## src/video_source_regs_pkg.sv

```systemverilog
// Register map, field layout and carrier types of the video source
// stream and transmit PHY configuration bank.
// Assumes one host clock drives both the register port and the logic.
package video_source_regs_pkg;

  localparam int ADDR_W = 12;
  localparam int DATA_W = 32;
  localparam int NUM_LANES = 4;
  localparam int NUM_STREAMS = 4;

  // ------------------------------------------------------------------
  // Register index, in the order of the offset and mask tables
  // ------------------------------------------------------------------
  typedef enum int {
    IX_HTOTAL, IX_VTOTAL, IX_POLARITY, IX_HSWIDTH, IX_VSWIDTH,
    IX_HACTIVE, IX_VACTIVE, IX_HSTART, IX_VSTART, IX_ATTR_A, IX_ATTR_B,
    IX_M, IX_UNIT_LEN, IX_N, IX_PIX_LANES, IX_WORD_COUNT, IX_INTERLACE,
    IX_BYTES_INT, IX_BYTES_FRAC, IX_LINE_WAIT, IX_TS0, IX_TS1, IX_TS2,
    IX_TS3, IX_PHY, IX_SWING0, IX_SWING1, IX_SWING2, IX_SWING3,
    IX_PATTERN, IX_RATE, IX_COUNT
  } reg_index_t;

  localparam int NUM_REGS = IX_COUNT;

  localparam logic [ADDR_W-1:0] REG_OFFSET [NUM_REGS] = '{
    12'h180, 12'h184, 12'h188, 12'h18C, 12'h190, 12'h194, 12'h198,
    12'h19C, 12'h1A0, 12'h1A4, 12'h1A8, 12'h1AC, 12'h1B0, 12'h1B4,
    12'h1B8, 12'h1BC, 12'h1C0, 12'h1C4, 12'h1C8, 12'h1CC, 12'h1D0,
    12'h1D4, 12'h1D8, 12'h1DC, 12'h200, 12'h220, 12'h224, 12'h228,
    12'h22C, 12'h230, 12'h234
  };

  // Writable bits; everything outside a mask stores and reads as zero
  localparam logic [DATA_W-1:0] REG_MASK [NUM_REGS] = '{
    32'h0000FFFF, 32'h0000FFFF, 32'h00000003, 32'h00007FFF,
    32'h00007FFF, 32'h0000FFFF, 32'h0000FFFF, 32'h0000FFFF,
    32'h0000FFFF, 32'h000000FF, 32'h00000007, 32'h00FFFFFF,
    32'h0000007E, 32'h00FFFFFF, 32'h00000007, 32'hFFFFFFFF,
    32'h00000001, 32'h0000007F, 32'h000003FF, 32'h000000FF,
    32'h00FF03FF, 32'h00FF03FF, 32'h00FF03FF, 32'h00FF03FF,
    32'h081FFB03, 32'h0000000F, 32'h0000000F, 32'h0000000F,
    32'h0000000F, 32'h0001FFFF, 32'h00000007
  };

  localparam logic [DATA_W-1:0] UNIT_LEN_RESET = 32'h00000040;
  localparam logic [DATA_W-1:0] LINE_WAIT_RESET = 32'h00000020;
  localparam logic [DATA_W-1:0] PHY_RESET = 32'h00100003;

  // ------------------------------------------------------------------
  // Field positions
  // ------------------------------------------------------------------
  localparam int POL_HSYNC_BIT = 0;
  localparam int POL_VSYNC_BIT = 1;
  localparam int ATTR_A_SYNC_CLK_BIT = 0;
  localparam int ATTR_A_FORMAT_LSB = 1;
  localparam int ATTR_A_RANGE_BIT = 3;
  localparam int ATTR_A_COLORIMETRY_BIT = 4;
  localparam int ATTR_A_DEPTH_LSB = 5;
  localparam int ATTR_B_VT_EVEN_BIT = 0;
  localparam int ATTR_B_STEREO_LSB = 1;
  localparam int TIMESLOT_FRACTION_LSB = 0;
  localparam int TIMESLOT_INTEGER_LSB = 16;
  localparam int PHY_CORE_RESET_BIT = 0;
  localparam int PHY_TX_RESET_BIT = 1;
  localparam int PHY_ANALOG_RESET_BIT = 8;
  localparam int PHY_CODING_RESET_BIT = 9;
  localparam int PHY_INVERT_ALL_LSB = 11;
  localparam int PHY_LOOPBACK_LSB = 13;
  localparam int PHY_INVERT_LANE_LSB = 16;
  localparam int PHY_LINE_CODE_BIT = 20;
  localparam int PHY_INHIBIT_BIT = 27;
  localparam int PATTERN_PRBS_BIT = 0;
  localparam int PATTERN_SPARE_LSB = 1;

  // ------------------------------------------------------------------
  // Encodings
  // ------------------------------------------------------------------
  localparam logic [2:0] RATE_CODE_5G40 = 3'h5;
  localparam logic [2:0] RATE_CODE_2G70 = 3'h3;
  localparam logic [2:0] RATE_CODE_1G62 = 3'h1;
  localparam logic [2:0] PIX_CODE_SINGLE = 3'h1;
  localparam logic [2:0] PIX_CODE_DUAL = 3'h2;
  localparam logic [2:0] PIX_CODE_QUAD = 3'h4;

  typedef enum logic [1:0] {
    RATE_NONE, RATE_1G62, RATE_2G70, RATE_5G40
  } link_rate_t;

  typedef enum logic [1:0] {
    PIX_INVALID, PIX_SINGLE, PIX_DUAL, PIX_QUAD
  } pixel_mode_t;

  typedef struct packed {
    logic [15:0] h_total;
    logic [15:0] v_total;
    logic vsync_pol;
    logic hsync_pol;
    logic [14:0] hsync_width;
    logic [14:0] vsync_width;
    logic [15:0] h_active;
    logic [15:0] v_active;
    logic [15:0] h_start;
    logic [15:0] v_start;
    logic [7:0] attr_a;
    logic [7:0] attr_b;
    logic [23:0] m_value;
    logic [23:0] n_value;
    logic [6:0] transfer_unit_length;
    pixel_mode_t pixel_mode;
    logic [31:0] words_per_lane;
    logic attr_interlaced;
    logic vertical_blank_identifier_interlaced;
    logic [6:0] unit_bytes_integer;
    logic [9:0] unit_bytes_fraction;
  } stream_cfg_t;

  typedef struct packed {
    logic [7:0] timeslot_integer;
    logic [9:0] timeslot_fraction;
  } timeslot_t;

  typedef struct packed {
    logic phy_reset;
    logic transceiver_tx_reset;
    logic tx_analog_attach_reset;
    logic tx_coding_sublayer_reset;
    logic [1:0] tx_lane_inversion_all;
    logic [2:0] tx_loopback_select;
    logic [NUM_LANES-1:0] tx_lane_inversion;
    logic line_code_enable;
    logic tx_output_inhibit;
    logic [NUM_LANES-1:0][3:0] swing;
    logic prbs7_enable;
    logic [15:0] coding_sublayer_spare_input;
    link_rate_t link_rate;
  } phy_cfg_t;

endpackage

```

## src/prbs7_source.sv

```systemverilog
// PRBS7 pattern source, WIDTH bits per clock, oldest bit in bit 0.
// Assumes the serializer consumes WIDTH bits on every clock.
`timescale 1ns/100ps
module prbs7_source #(
  parameter int WIDTH = 1
) (
  input wire logic ref_clk_i,
  input wire logic srst_i,
  input wire logic enable_i,
  output logic [WIDTH-1:0] pattern_o
);

  localparam logic [6:0] SEED = 7'h7F;

  typedef struct packed {
    logic [6:0] lfsr;
    logic [WIDTH-1:0] bits;
  } prbs_state_t;

  prbs_state_t state;
  prbs_state_t next_state;

  // Polynomial x^7 + x^6 + 1; restarts from the seed when disabled
  always_comb begin
    logic [6:0] shift;
    shift = state.lfsr;
    next_state = state;
    if (enable_i) begin
      for (int b = 0; b < WIDTH; b++) begin
        next_state.bits[b] = shift[6];
        shift = {shift[5:0], shift[6] ^ shift[5]};
      end
      next_state.lfsr = shift;
    end else begin
      next_state.lfsr = SEED;
      next_state.bits = '0;
    end
  end

  always_ff @(posedge ref_clk_i) begin
    if (srst_i) begin
      state <= '{lfsr: SEED, bits: '0};
    end else begin
      state <= next_state;
    end
  end

  assign pattern_o = state.bits;

endmodule

```

## src/video_source_stream_phy_regs.sv

```systemverilog
// Stream attribute and transmit PHY configuration bank of a video
// link source, with the line start wait timer and the PRBS7 source.
// Assumes the host register port is synchronous to ref_clk_i.
`timescale 1ns/100ps
module video_source_stream_phy_regs
  import video_source_regs_pkg::*;
#(
  parameter int PATTERN_WIDTH = 1
) (
  input wire logic ref_clk_i,
  input wire logic srst_i,
  input wire logic host_wr_i,
  input wire logic host_rd_i,
  input wire logic [ADDR_W-1:0] host_addr_i,
  input wire logic [DATA_W-1:0] host_wdata_i,
  output logic [DATA_W-1:0] host_rdata_o,
  output logic host_rvalid_o,
  input wire logic [23:0] measured_m_i,
  input wire logic line_start_i,
  output logic line_wait_o,
  output stream_cfg_t stream_cfg_o,
  output timeslot_t [NUM_STREAMS-1:0] timeslots_o,
  output phy_cfg_t phy_cfg_o,
  output logic [PATTERN_WIDTH-1:0] prbs_pattern_o
);

  // ------------------------------------------------------------------
  // State
  // ------------------------------------------------------------------
  typedef struct packed {
    logic [NUM_REGS-1:0][DATA_W-1:0] regs;
    logic [DATA_W-1:0] rd_data;
    logic rd_valid;
    logic [23:0] m_out;
    link_rate_t rate;
    pixel_mode_t pix;
    logic [7:0] wait_count;
    logic wait_busy;
  } state_t;

  state_t state;
  state_t next_state;

  function automatic logic [NUM_REGS-1:0][DATA_W-1:0] regs_reset();
    logic [NUM_REGS-1:0][DATA_W-1:0] r;
    r = '0;
    r[IX_UNIT_LEN] = UNIT_LEN_RESET;
    r[IX_LINE_WAIT] = LINE_WAIT_RESET;
    r[IX_PHY] = PHY_RESET;
    return r;
  endfunction

  // ------------------------------------------------------------------
  // Next state
  // ------------------------------------------------------------------
  always_comb begin
    logic [DATA_W-1:0] rd_word;
    logic [7:0] wait_len;
    logic [2:0] rate_code;
    logic [2:0] pix_code;
    rd_word = '0;
    wait_len = '0;
    rate_code = '0;
    pix_code = '0;
    next_state = state;

    // Host writes; masking keeps reserved bits and unit bit 0 at zero
    for (int i = 0; i < NUM_REGS; i++) begin
      if (host_wr_i && host_addr_i == REG_OFFSET[i]) begin
        next_state.regs[i] = host_wdata_i & REG_MASK[i];
      end
    end

    // Reads answer one clock later; unmapped offsets read zero
    for (int i = 0; i < NUM_REGS; i++) begin
      if (host_addr_i == REG_OFFSET[i]) begin
        rd_word = state.regs[i];
      end
    end
    next_state.rd_valid = host_rd_i;
    next_state.rd_data = host_rd_i ? rd_word : '0;

    // Async clocking: computed M goes to the stream, never to readback
    if (state.regs[IX_ATTR_A][ATTR_A_SYNC_CLK_BIT]) begin
      next_state.m_out = state.regs[IX_M][23:0];
    end else begin
      next_state.m_out = measured_m_i;
    end

    // Unlisted codes leave the PLL unconfigured rather than guessing
    rate_code = state.regs[IX_RATE][2:0];
    case (rate_code)
      RATE_CODE_5G40: next_state.rate = RATE_5G40;
      RATE_CODE_2G70: next_state.rate = RATE_2G70;
      RATE_CODE_1G62: next_state.rate = RATE_1G62;
      default: next_state.rate = RATE_NONE;
    endcase

    pix_code = state.regs[IX_PIX_LANES][2:0];
    case (pix_code)
      PIX_CODE_SINGLE: next_state.pix = PIX_SINGLE;
      PIX_CODE_DUAL: next_state.pix = PIX_DUAL;
      PIX_CODE_QUAD: next_state.pix = PIX_QUAD;
      default: next_state.pix = PIX_INVALID;
    endcase

    // Line start wait: busy for exactly the programmed number of cycles;
    // a new line start restarts the count, zero means no wait at all
    wait_len = state.regs[IX_LINE_WAIT][7:0];
    if (line_start_i) begin
      next_state.wait_busy = (wait_len != 8'h00);
      next_state.wait_count = wait_len - 8'h01;
    end else if (state.wait_busy) begin
      if (state.wait_count == 8'h00) begin
        next_state.wait_busy = 1'b0;
      end else begin
        next_state.wait_count = state.wait_count - 8'h01;
      end
    end
  end

  always_ff @(posedge ref_clk_i) begin
    if (srst_i) begin
      state.regs <= regs_reset();
      state.rd_data <= '0;
      state.rd_valid <= 1'b0;
      state.m_out <= '0;
      state.rate <= RATE_NONE;
      state.pix <= PIX_INVALID;
      state.wait_count <= '0;
      state.wait_busy <= 1'b0;
    end else begin
      state <= next_state;
    end
  end

  // ------------------------------------------------------------------
  // Outputs, wired from state bits
  // ------------------------------------------------------------------
  assign host_rdata_o = state.rd_data;
  assign host_rvalid_o = state.rd_valid;
  assign line_wait_o = state.wait_busy;

  always_comb begin
    stream_cfg_o.h_total = state.regs[IX_HTOTAL][15:0];
    stream_cfg_o.v_total = state.regs[IX_VTOTAL][15:0];
    stream_cfg_o.vsync_pol = state.regs[IX_POLARITY][POL_VSYNC_BIT];
    stream_cfg_o.hsync_pol = state.regs[IX_POLARITY][POL_HSYNC_BIT];
    stream_cfg_o.hsync_width = state.regs[IX_HSWIDTH][14:0];
    stream_cfg_o.vsync_width = state.regs[IX_VSWIDTH][14:0];
    stream_cfg_o.h_active = state.regs[IX_HACTIVE][15:0];
    stream_cfg_o.v_active = state.regs[IX_VACTIVE][15:0];
    stream_cfg_o.h_start = state.regs[IX_HSTART][15:0];
    stream_cfg_o.v_start = state.regs[IX_VSTART][15:0];
    // Field layout of attribute byte A, bit 0 also steers M selection
    stream_cfg_o.attr_a = state.regs[IX_ATTR_A][7:0];
    // Bits 7:3 of attribute byte B are held at zero by the write mask
    stream_cfg_o.attr_b = state.regs[IX_ATTR_B][7:0];
    stream_cfg_o.m_value = state.m_out;
    stream_cfg_o.n_value = state.regs[IX_N][23:0];
    stream_cfg_o.transfer_unit_length =
      state.regs[IX_UNIT_LEN][6:0];
    stream_cfg_o.pixel_mode = state.pix;
    stream_cfg_o.words_per_lane = state.regs[IX_WORD_COUNT];
    stream_cfg_o.attr_interlaced = state.regs[IX_INTERLACE][0];
    stream_cfg_o.vertical_blank_identifier_interlaced =
      state.regs[IX_INTERLACE][0];
    stream_cfg_o.unit_bytes_integer = state.regs[IX_BYTES_INT][6:0];
    stream_cfg_o.unit_bytes_fraction = state.regs[IX_BYTES_FRAC][9:0];
  end

  always_comb begin
    for (int s = 0; s < NUM_STREAMS; s++) begin
      timeslots_o[s].timeslot_integer =
        state.regs[IX_TS0 + s][TIMESLOT_INTEGER_LSB +: 8];
      timeslots_o[s].timeslot_fraction =
        state.regs[IX_TS0 + s][TIMESLOT_FRACTION_LSB +: 10];
    end
  end

  always_comb begin
    phy_cfg_o.phy_reset = state.regs[IX_PHY][PHY_CORE_RESET_BIT];
    phy_cfg_o.transceiver_tx_reset =
      state.regs[IX_PHY][PHY_TX_RESET_BIT];
    phy_cfg_o.tx_analog_attach_reset =
      state.regs[IX_PHY][PHY_ANALOG_RESET_BIT];
    phy_cfg_o.tx_coding_sublayer_reset =
      state.regs[IX_PHY][PHY_CODING_RESET_BIT];
    phy_cfg_o.tx_lane_inversion_all =
      state.regs[IX_PHY][PHY_INVERT_ALL_LSB +: 2];
    phy_cfg_o.tx_loopback_select =
      state.regs[IX_PHY][PHY_LOOPBACK_LSB +: 3];
    phy_cfg_o.tx_lane_inversion =
      state.regs[IX_PHY][PHY_INVERT_LANE_LSB +: NUM_LANES];
    phy_cfg_o.line_code_enable =
      state.regs[IX_PHY][PHY_LINE_CODE_BIT];
    phy_cfg_o.tx_output_inhibit =
      state.regs[IX_PHY][PHY_INHIBIT_BIT];
    for (int l = 0; l < NUM_LANES; l++) begin
      phy_cfg_o.swing[l] = state.regs[IX_SWING0 + l][3:0];
    end
    phy_cfg_o.prbs7_enable =
      state.regs[IX_PATTERN][PATTERN_PRBS_BIT];
    phy_cfg_o.coding_sublayer_spare_input =
      state.regs[IX_PATTERN][PATTERN_SPARE_LSB +: 16];
    phy_cfg_o.link_rate = state.rate;
  end

  // ------------------------------------------------------------------
  // Test pattern
  // ------------------------------------------------------------------
  prbs7_source #(
    .WIDTH(PATTERN_WIDTH)
  ) u_prbs7 (
    .ref_clk_i(ref_clk_i),
    .srst_i(srst_i),
    .enable_i(state.regs[IX_PATTERN][PATTERN_PRBS_BIT]),
    .pattern_o(prbs_pattern_o)
  );

endmodule

```

## config.mk

```make
export PLATFORM = sky130hd
export DESIGN_NAME = video_source_stream_phy_regs
export DESIGN_NICKNAME = d
export VERILOG_FILES = /design/src/video_source_regs_pkg.sv /design/src/prbs7_source.sv /design/src/video_source_stream_phy_regs.sv
export SDC_FILE = /design/constraint.sdc
export NUM_CORES = 1
export LEC_CHECK = 0
export ABC_AREA = 1
export BUFFER_PORTS_ARGS = -buffer_cell sky130_fd_sc_hd__buf_2
export CAP_MARGIN = 10
export CELL_PAD_IN_SITES_DETAIL_PLACEMENT = 0
export CELL_PAD_IN_SITES_GLOBAL_PLACEMENT = 1
export CORE_MARGIN = 3
export CORE_UTILIZATION = 39
export CTS_CLUSTER_DIAMETER = 150
export CTS_CLUSTER_SIZE = 24
export DETAILED_ROUTE_END_ITERATION = 10
export PLACE_DENSITY_LB_ADDON = 0.1
export SYNTH_ARGS = -nofsm -noshare
export SYNTH_HDL_FRONTEND = slang
export SYNTH_SLANG_ARGS = --single-unit
export TNS_END_PERCENT = 10
```

## constraint.sdc

```tcl
create_clock -name ref_clk_i -period 2.3 [get_ports ref_clk_i]
set_input_delay 0.23 -clock ref_clk_i [delete_from_list [all_inputs] [get_ports ref_clk_i]]
set_output_delay 0.23 -clock ref_clk_i [all_outputs]
set_load 0.005 [all_outputs]
```

==> impl_summary.log, run 1 <==
[metrics] Final HPWL DP: 69.75 mm
[metrics] final max-slew violation count: 0
[metrics] maximum ir drop on the vdd rail: 0.4132 mV
[metrics] Clock Latency Late Sink: 0.59 ns
[metrics] Worst Hold Endpoint: host_rdata_o[1]
[metrics] final setup fails: 0
[metrics] die footprint: 0.05861 mm^2
[metrics] synthesized netlist cell count: just under 3k
[metrics] row count: 85
[metrics] number of clock buffers inserted by TritonCTS: 22
[metrics] Worst setup EP type: register
[metrics] die outline width: around 240 um
[metrics] clock input transition at the sequential cells of the worst setup and hold paths: 0.10 ns
[metrics] data required time at the worst endpoint: between 2 and 3 ns
[metrics] global router's overall resource usage: between 20 and 30%
[metrics] Setup CP Type: in -> reg
[metrics] Seq cells post-synth: about 460
[metrics] GR Overflow Total: 0
[metrics] CTS root buffer: clkbuf_16
[metrics] depth of the CTS H-tree: 1
[metrics] fraction of final layout cells sized beyond drive strength 1: 26.82%
[metrics] via count of the routed design: roughly 20k
[metrics] result of the run: complete, no violations
[metrics] fill cell total of the finished layout: about 5.7k
[metrics] global routing usage on met3: 4.073%
[metrics] largest buffer count on any clock path: 3
[metrics] end of the worst register-to-register path: host_rdata_o[9]
[metrics] FF-to-FF path depth: 10
[metrics] placeable core area: between 0.05 and 0.06 mm^2
[metrics] Placer Congestion: 0.9489
[metrics] unrepaired setup endpoints after global routing: yes
[metrics] sequential-to-total area share from yosys stat: around two fifths
[metrics] routed length per instance: between 20 and 25 um
[metrics] Fin Clk Skew: 0.02742 ns
[metrics] final cycle utilization of the critical path: 95.01%
[metrics] summed area of non-filler cells in the final layout: ~0.025 mm^2
[metrics] Unique masters post-synth: 50
[metrics] min cycle time layout: 2.185 ns
[metrics] headroom to the max-slew limit: between 40% and 50%
[metrics] post-layout power: 13240 uW
[metrics] GR Layer Usage met1: 42.27%
[metrics] max_cap viols: 0
[metrics] commonest non-fill, non-tap cells in the layout: buf_2 (475), o21ai_0 (459), dfxtp_1 (452), a21oi_1 (430), inv_1 (290)
[metrics] startpoint of the most critical register-to-register path: stream_cfg_o[212]
[metrics] cell area after technology mapping: approximately 0.022 mm^2
[metrics] worst hold path type: in -> reg
[metrics] effective utilization at floorplan: between 30 and 40%
[metrics] number of global-route vias before repair: between 15k and 20k
[metrics] post-detailed-route via-to-cell ratio: 5.218
[metrics] Max Freq: 0.4576 GHz
[metrics] met2 track demand over resource in global routing: between 40% and 50%
[metrics] hold path startpoint: srst_i
[metrics] global-route wire length before repair: between 100 and 150 mm
[metrics] number of endpoints with negative hold slack in the final report: 0
[metrics] cell area after placement: 0.02328 mm^2
[metrics] I/O Buffers: 475
[metrics] clock tree from TritonCTS: built
[metrics] synthesis warning total: 0
[metrics] ports placed on the boundary: 482
[metrics] most utilized layer in the global route result: met2
[metrics] wirelength, routed: 90.48 mm
[metrics] First-pass DRT Iterations: 7
[metrics] DRC violation count after routing: 0
[metrics] largest net degree at the start of global routing: 149
[metrics] internal reg-to-reg setup slack: ~0.2 ns
[metrics] Hold Crit Depth: 4
[metrics] ANT nets after route: 0
[metrics] number of sinks driven by the clock tree: 455
[metrics] initial antenna violation count: 2
[metrics] syn avg cell area: 7.524 um^2
[metrics] end-of-flow core utilization: between 40% and 50%
[metrics] power density of the placed cells: about 540 mW/mm^2
[metrics] maximum fanout along the worst path: 5
[metrics] Starting DRT DRC Count: 2017
[metrics] slew at the pin closest to its max-slew limit: 0.8862 ns
[metrics] count of nets after finishing: 3167
[metrics] leakage power: roughly 0.011 uW
[metrics] die outline height: 242.1 um
[metrics] area grow syn2layout: 13.29%
[metrics] Critical Path AT: 2.64 ns
[metrics] most common cell after layout, fill and taps aside: buf_2
[metrics] startpoint type of the worst setup path: primary input
-- per-layer routing --
layer	vias up	part of all wire, %
met1	9526	46
met4	0	2.5
li1	9551	-
met3	90	6.5
met2	823	45
met5	-	0
-- cells in the mapped netlist, drive strengths merged --
cell type	instances	area share, %
a31oi	6	0.17
clkinv	8	0.14
a41oi	1	0.040
nor4	1	0.029
inv	308	5.3
o2111ai	10	0.40
a2111oi	2	0.081
conb	1	0.017
a221oi	25	1.0
nand3	39	0.94
a211oi	9	0.31
nand3b	1	0.035
clkbuf	147	2.5
a21boi	1	0.035
ha	3	0.17
nor2	184	3.5
o31ai	1	0.035
o32ai	4	0.16
a32oi	1	0.040
xnor2	2	0.081
o22ai	18	0.52
nand4	8	0.26
a21oi	434	10
nand2	250	4.4
or2	14	0.40
o21a	2	0.069
nor3	16	0.37
o221ai	13	0.52
a22oi	2	0.069
dfxtp	455	42
o21ai	469	11
buf	421	14
o21bai	2	0.069
o211ai	25	0.89
a311oi	1	0.040
o2111a	1	0.052
xor2	4	0.16
-- worst max-delay path, stage by stage --
cell      delay (ns)
buf_2           0.10
inv_1           0.04
nor2_1          0.12
nand2_2         0.14
buf_6           0.15
nor2_4          0.18
buf_4           0.15
inv_2           0.04
nor2_2          0.13
inv_2           0.07
nand2_2         0.13
nor3_1          0.06
buf_4           0.16
o221ai_4        0.10
buf_4           0.17
nand4_1         0.09
o221ai_2        0.22
nand3_2         0.14
o211ai_1        0.10
o21ai_0         0.10
-- cells by family after synthesis --
group                      Yosys count  synth area share [%]
buffers and inverters              884                 22.37
adders and majority gates            3                0.1727
AOI/OAI and AO/OA                 1027                 25.33
other                                1               0.01725
and+or+nand+nor                    513                 9.958
DFF                                455                 41.90
xor gates and xnor gates             6                0.2418
-- final cells by class --
| type | count | area, um^2 | area share, % |
|---|---|---|---|
| Multi-Input combinational cell | 1555 | 8043 | 32.66 |
| Clock buffer | 24 | 579.3 | 2.353 |
| Tap cell | 739 | 924.6 | 3.755 |
| Antenna cell | 1 | 2.502 | 0.01016 |
| Timing Repair Buffer | 741 | 4768 | 19.36 |
| Inverter | 316 | 1195 | 4.852 |
| Sequential cell | 455 | 9112 | 37.01 |
-- what timing repair did --
| item | CTS | global route |
|---|---|---|
| resized for setup | 12 | 54 |
| hold buffers | 42 | 0 |
| pin swaps | 4 | 22 |
| hold endpoints to repair | 50 | 0 |
| setup endpoints to repair | 2 | 10 |
| buffers inserted | 0 | 9 |
-- sequential cells by signal, summed over array words and instances, names as in the netlist --
name,cells
phy_cfg_o,50
u_prbs7.state,7
u_prbs7.pattern_o,1
state,46
line_wait_o,1
timeslots_o,72
stream_cfg_o,245
host_rdata_o,32
host_rvalid_o,1
-- per-stage QoR --
step / hold WS (ns) / setup slack [ns] / setup TNS, ns / cells
detailed placement: 0.4038 / -1.075 / -13.33 / 3755
global route: 0.04622 / -0.03059 / -0.08428 / 3830
CTS: 0.01573 / 0.006174 / 0 / 3821
finish: 0.03905 / 0.1148 / 0 / 3831
global placement: 0.3958 / -1.064 / -12.91 / 3755
floorplan: 0.3215 / 0.1736 / 0 / 2894
-- power breakdown --
group / switching (uW) / internal [uW] / total, uW
clock: 2680 / 1800 / 4480
sequential: 15.8 / 7910 / 7930
combinational: 559 / 276 / 835
total: 3260 / 9990 / 13200
-- worst max-delay path by stage --
stage	to	depth (start not counted)	startpoint	slack (ns)
after global routing	host_rdata_o[2]	26	host_addr_i[8]	-0.03
final	host_rdata_o[8]	20	host_addr_i[8]	0.11
after floorplan	host_rdata_o[1]	28	host_addr_i[2]	0.17
after global placement	host_rdata_o[9]	14	host_addr_i[1]	-1.06
after CTS	host_rdata_o[8]	20	host_addr_i[8]	0.006
after detailed placement	host_rdata_o[9]	14	host_addr_i[1]	-1.07
Note: power is estimated with default switching activity, not from simulation.
==> run 2, diff against run 1 <==
CORE_UTILIZATION = 41   (was 39)
CTS_BUF_LIST = sky130_fd_sc_hd__clkbuf_8   (was unset)
==> impl_summary.log, run 2 (synthesis gave the netlist of run 1 again) <==
[metrics] Clock Latency Late Sink: 0.69 ns (+0.10 ns)
[metrics] Setup CP Type: in -> reg
[metrics] area used by multi-input combinational logic: 0.007993 mm^2 (-0.62%)
[metrics] final setup fails: 0 (unchanged)
[metrics] final max-slew violation count: 0 (unchanged)
[metrics] global-route wire length before repair: 125.0 mm (-4.8%)
[metrics] largest buffer count on any clock path: 3 (unchanged)
[metrics] final worst slack: 0.09337 ns (-0.02145 ns)
[metrics] startpoint of the most critical register-to-register path: stream_cfg_o[245]
[metrics] headroom to the max-slew limit: 27.42% (-13 points)
[metrics] Starting DRT DRC Count: 1804 (-11%)
[metrics] Final HPWL DP: 66.88 mm (-4.1%)
[metrics] number of endpoints with negative hold slack in the final report: 0 (unchanged)
[metrics] largest net degree at the start of global routing: 237 (+59%)
[metrics] result of the run: complete, no violations
[metrics] First-pass DRT Iterations: 6 (-1)
[metrics] CTS root buffer: clkbuf_8
[metrics] slew at the pin closest to its max-slew limit: 1.089 ns (+0.2025 ns)
[metrics] hold path startpoint: host_wdata_i[2]
[metrics] fraction of final layout cells sized beyond drive strength 1: 26.58% (-0.24 points)
[metrics] min cycle time layout: 2.207 ns (+0.02145 ns)
[metrics] final cycle utilization of the critical path: 95.94% (+0.93 points)
[metrics] ports placed on the boundary: 482 (unchanged)
[metrics] instance count after placement with tap cells included: 3707 (-1.3%)
[metrics] post-detailed-route via-to-cell ratio: 5.277 (+1.1%)
[metrics] FF-to-FF path depth: 11 (+1)
[metrics] cell area after placement: 0.02330 mm^2 (about the same)
[metrics] placeable core area: 0.05192 mm^2 (-4.6%)
[metrics] Hold Crit Depth: 4 (unchanged)
[metrics] commonest non-fill, non-tap cells in the layout: buf_2 (475), o21ai_0 (462), dfxtp_1 (448), a21oi_1 (430), inv_1 (292)
[metrics] switching pwr: 3135 uW (-3.8%)
[metrics] most common cell after layout, fill and taps aside: buf_2
[metrics] DRC violation count after routing: 0 (unchanged)
[metrics] I/O Buffers: 475 (unchanged)
[metrics] sequential cell area: 0.009117 mm^2 (about the same)
[metrics] data required time at the worst endpoint: 2.89 ns (+0.13 ns)
[metrics] startpoint type of the worst setup path: primary input
[metrics] final non-filler cell total: 3787 (-1.1%)
[metrics] depth of the CTS H-tree: 1 (unchanged)
[metrics] number of clock buffers inserted by TritonCTS: 22 (unchanged)
[metrics] die outline height: 236.3 um (-2.4%)
[metrics] via count of the routed design: 19.99k (-0.025%)
[metrics] maximum ir drop on the vdd rail: 0.4576 mV (+11%)
[metrics] ANT nets after route: 0 (unchanged)
[metrics] wirelength, routed: 87.48 mm (-3.3%)
[metrics] GR Overflow Total: 0 (unchanged)
[metrics] worst hold path type: in -> reg
[metrics] Critical Path AT: 2.79 ns (+0.15 ns)
[metrics] die footprint: 0.05582 mm^2 (-4.8%)
[metrics] Clk pwr share: 28.3% (-5.6 points)
[metrics] dpl ws: -1.188 ns (-0.1128 ns)
[metrics] Placer Congestion: 0.9377 (-1.2%)
[metrics] Worst setup EP type: register
[metrics] clock tree from TritonCTS: built
[metrics] effective utilization at floorplan: 41.86% (+1.9 points)
[metrics] clock input transition at the sequential cells of the worst setup and hold paths: 0.17 ns (+0.07 ns)
[metrics] initial antenna violation count: 4 (+2)
[metrics] internal reg-to-reg setup slack: 0.14 ns (-0.06 ns)
[metrics] count of nets after finishing: 3180 (+0.41%)
[metrics] max_cap viols: 0 (unchanged)
[metrics] Fin Clk Skew: 0.06022 ns (+0.03279 ns)
[metrics] unrepaired setup endpoints after global routing: yes
[metrics] Seq pwr share: 64.8% (+5.0 points)
[metrics] summed area of non-filler cells in the final layout: 0.02433 mm^2 (-1.2%)
[metrics] routed length per instance: 23.10 um (-2.2%)
[metrics] maximum fanout along the worst path: 8 (+3)
[metrics] number of sinks driven by the clock tree: 455 (unchanged)
[metrics] total internal power: 9113 uW (-8.7%)
[metrics] row count: 83 (-2.4%)
[metrics] number of global-route vias before repair: 18.60k (-0.64%)
[metrics] global router's overall resource usage: 29.62% (-0.038 points)
[metrics] end of the worst register-to-register path: host_rdata_o[9]
[metrics] die outline width: 236.3 um (-2.4%)
[metrics] fill cell total of the finished layout: 5327 (-6.6%)
[metrics] area grow syn2layout: 11.95%
[metrics] Sw Ratio: 25.59% (+0.98 points)
[metrics] leakage power: 0.01094 uW (-0.87%)
[metrics] flip-flop count of the largest register after layout: 245 (unchanged)
[metrics] Max Freq: 0.4532 GHz (-0.97%)
[metrics] setup total negative slack: 0 ns (unchanged)
[metrics] power density of the placed cells: 503.3 mW/mm^2 (-6.4%)
[metrics] Comb pwr share: 6.9% (+0.6 points)
[metrics] Worst Hold Endpoint: stream_cfg_o[158]
==> run 2: cell types whose count changed in the layout (fill, tap and decap cells not counted), moves of 5 or more <==
cell | before | now
buf_4 | 196 | 207
buf_6 | 7 | 0
clkbuf_16 | 23 | 0
clkbuf_8 | 0 | 23
dlygate4sd3_1 | 42 | 52
nand2_1 | 230 | 237
nand2_2 | 16 | 11
==> run 2: power groups by stage <==
stage          registers [uW]  clock network (uW)  logic (uW)
3_5_place_dp             8110                   0         750
5_1_grt                  7950                3780         899
4_1_cts                  7940                3560         821
6_report                 7940                3470         841
2_1_floorplan            8100                   0         380
3_3_place_gp             8110                   0         747
==> run 2: metrics by stage <==
stage / utilization, % / hold slack, ns / total power (uW)
floorplan: - / 0.3215 / 8485
global placement: 44.87 / 0.3937 / 8855
detailed placement: 44.87 / 0.4019 / 8859
CTS: 46.66 / 0.001995 / 12310
global route: 46.86 / 0.01612 / 12620
finish: 46.87 / 0.04089 / 12250
==> run 2: repair_timing <==
item                       CTS  global route
pin swaps                    4            16
hold buffers                52             0
buffers inserted             0             1
resized for setup           14            30
hold endpoints to repair   132             0
setup endpoints to repair    3            11
==> run 2: critical path, stage by stage <==
cell and delay [ns]:
buf_2 0.12, nor2_4 0.16, buf_4 0.14, nand2_1 0.10, nor2_4 0.18, nand2_4 0.09, buf_4 0.18, o21ai_1 0.13
inv_1 0.06, o221ai_2 0.17, nand2_1 0.11, a221oi_2 0.31, o21bai_2 0.17, buf_4 0.16, nand4_1 0.09, a21oi_1 0.11
o32ai_1 0.26
==> run 2: layout make-up <==
class | instances | area share, %
clock inverters | 1 | 0.01542
inverters | 316 | 4.905
repair buffers | 754 | 19.94
diodes | 3 | 0.03085
clock buffers | 23 | 1.301
well taps | 680 | 3.496
multi-input cells | 1555 | 32.84
flip-flops and latches | 455 | 37.47
==> run 2: how the worst max path moves through the flow <==
stage,from,to,slack [ns],cells after the start
detailed placement,host_addr_i[1],host_rdata_o[8],-1.19,15
finish,host_addr_i[1],host_rdata_o[7],0.09,17
global placement,host_addr_i[1],host_rdata_o[8],-1.14,15
global route,host_addr_i[1],host_rdata_o[7],-0.04,17
floorplan,host_addr_i[2],host_rdata_o[1],0.17,28
CTS,stream_cfg_o[245],host_rdata_o[9],-0.07,11
==> run 2: routing by layer <==
metal | track usage, % | up-vias | part of all wire, % | wire, um
met5 | 0 | - | 0 | 0
met3 | 5.191 | 112 | 7.6 | 6676
li1 | - | 9572 | - | -
met1 | 41.03 | 9492 | 44 | 38760
met4 | 9.401 | 0 | 3.4 | 2966
met2 | 46.99 | 809 | 45 | 39070
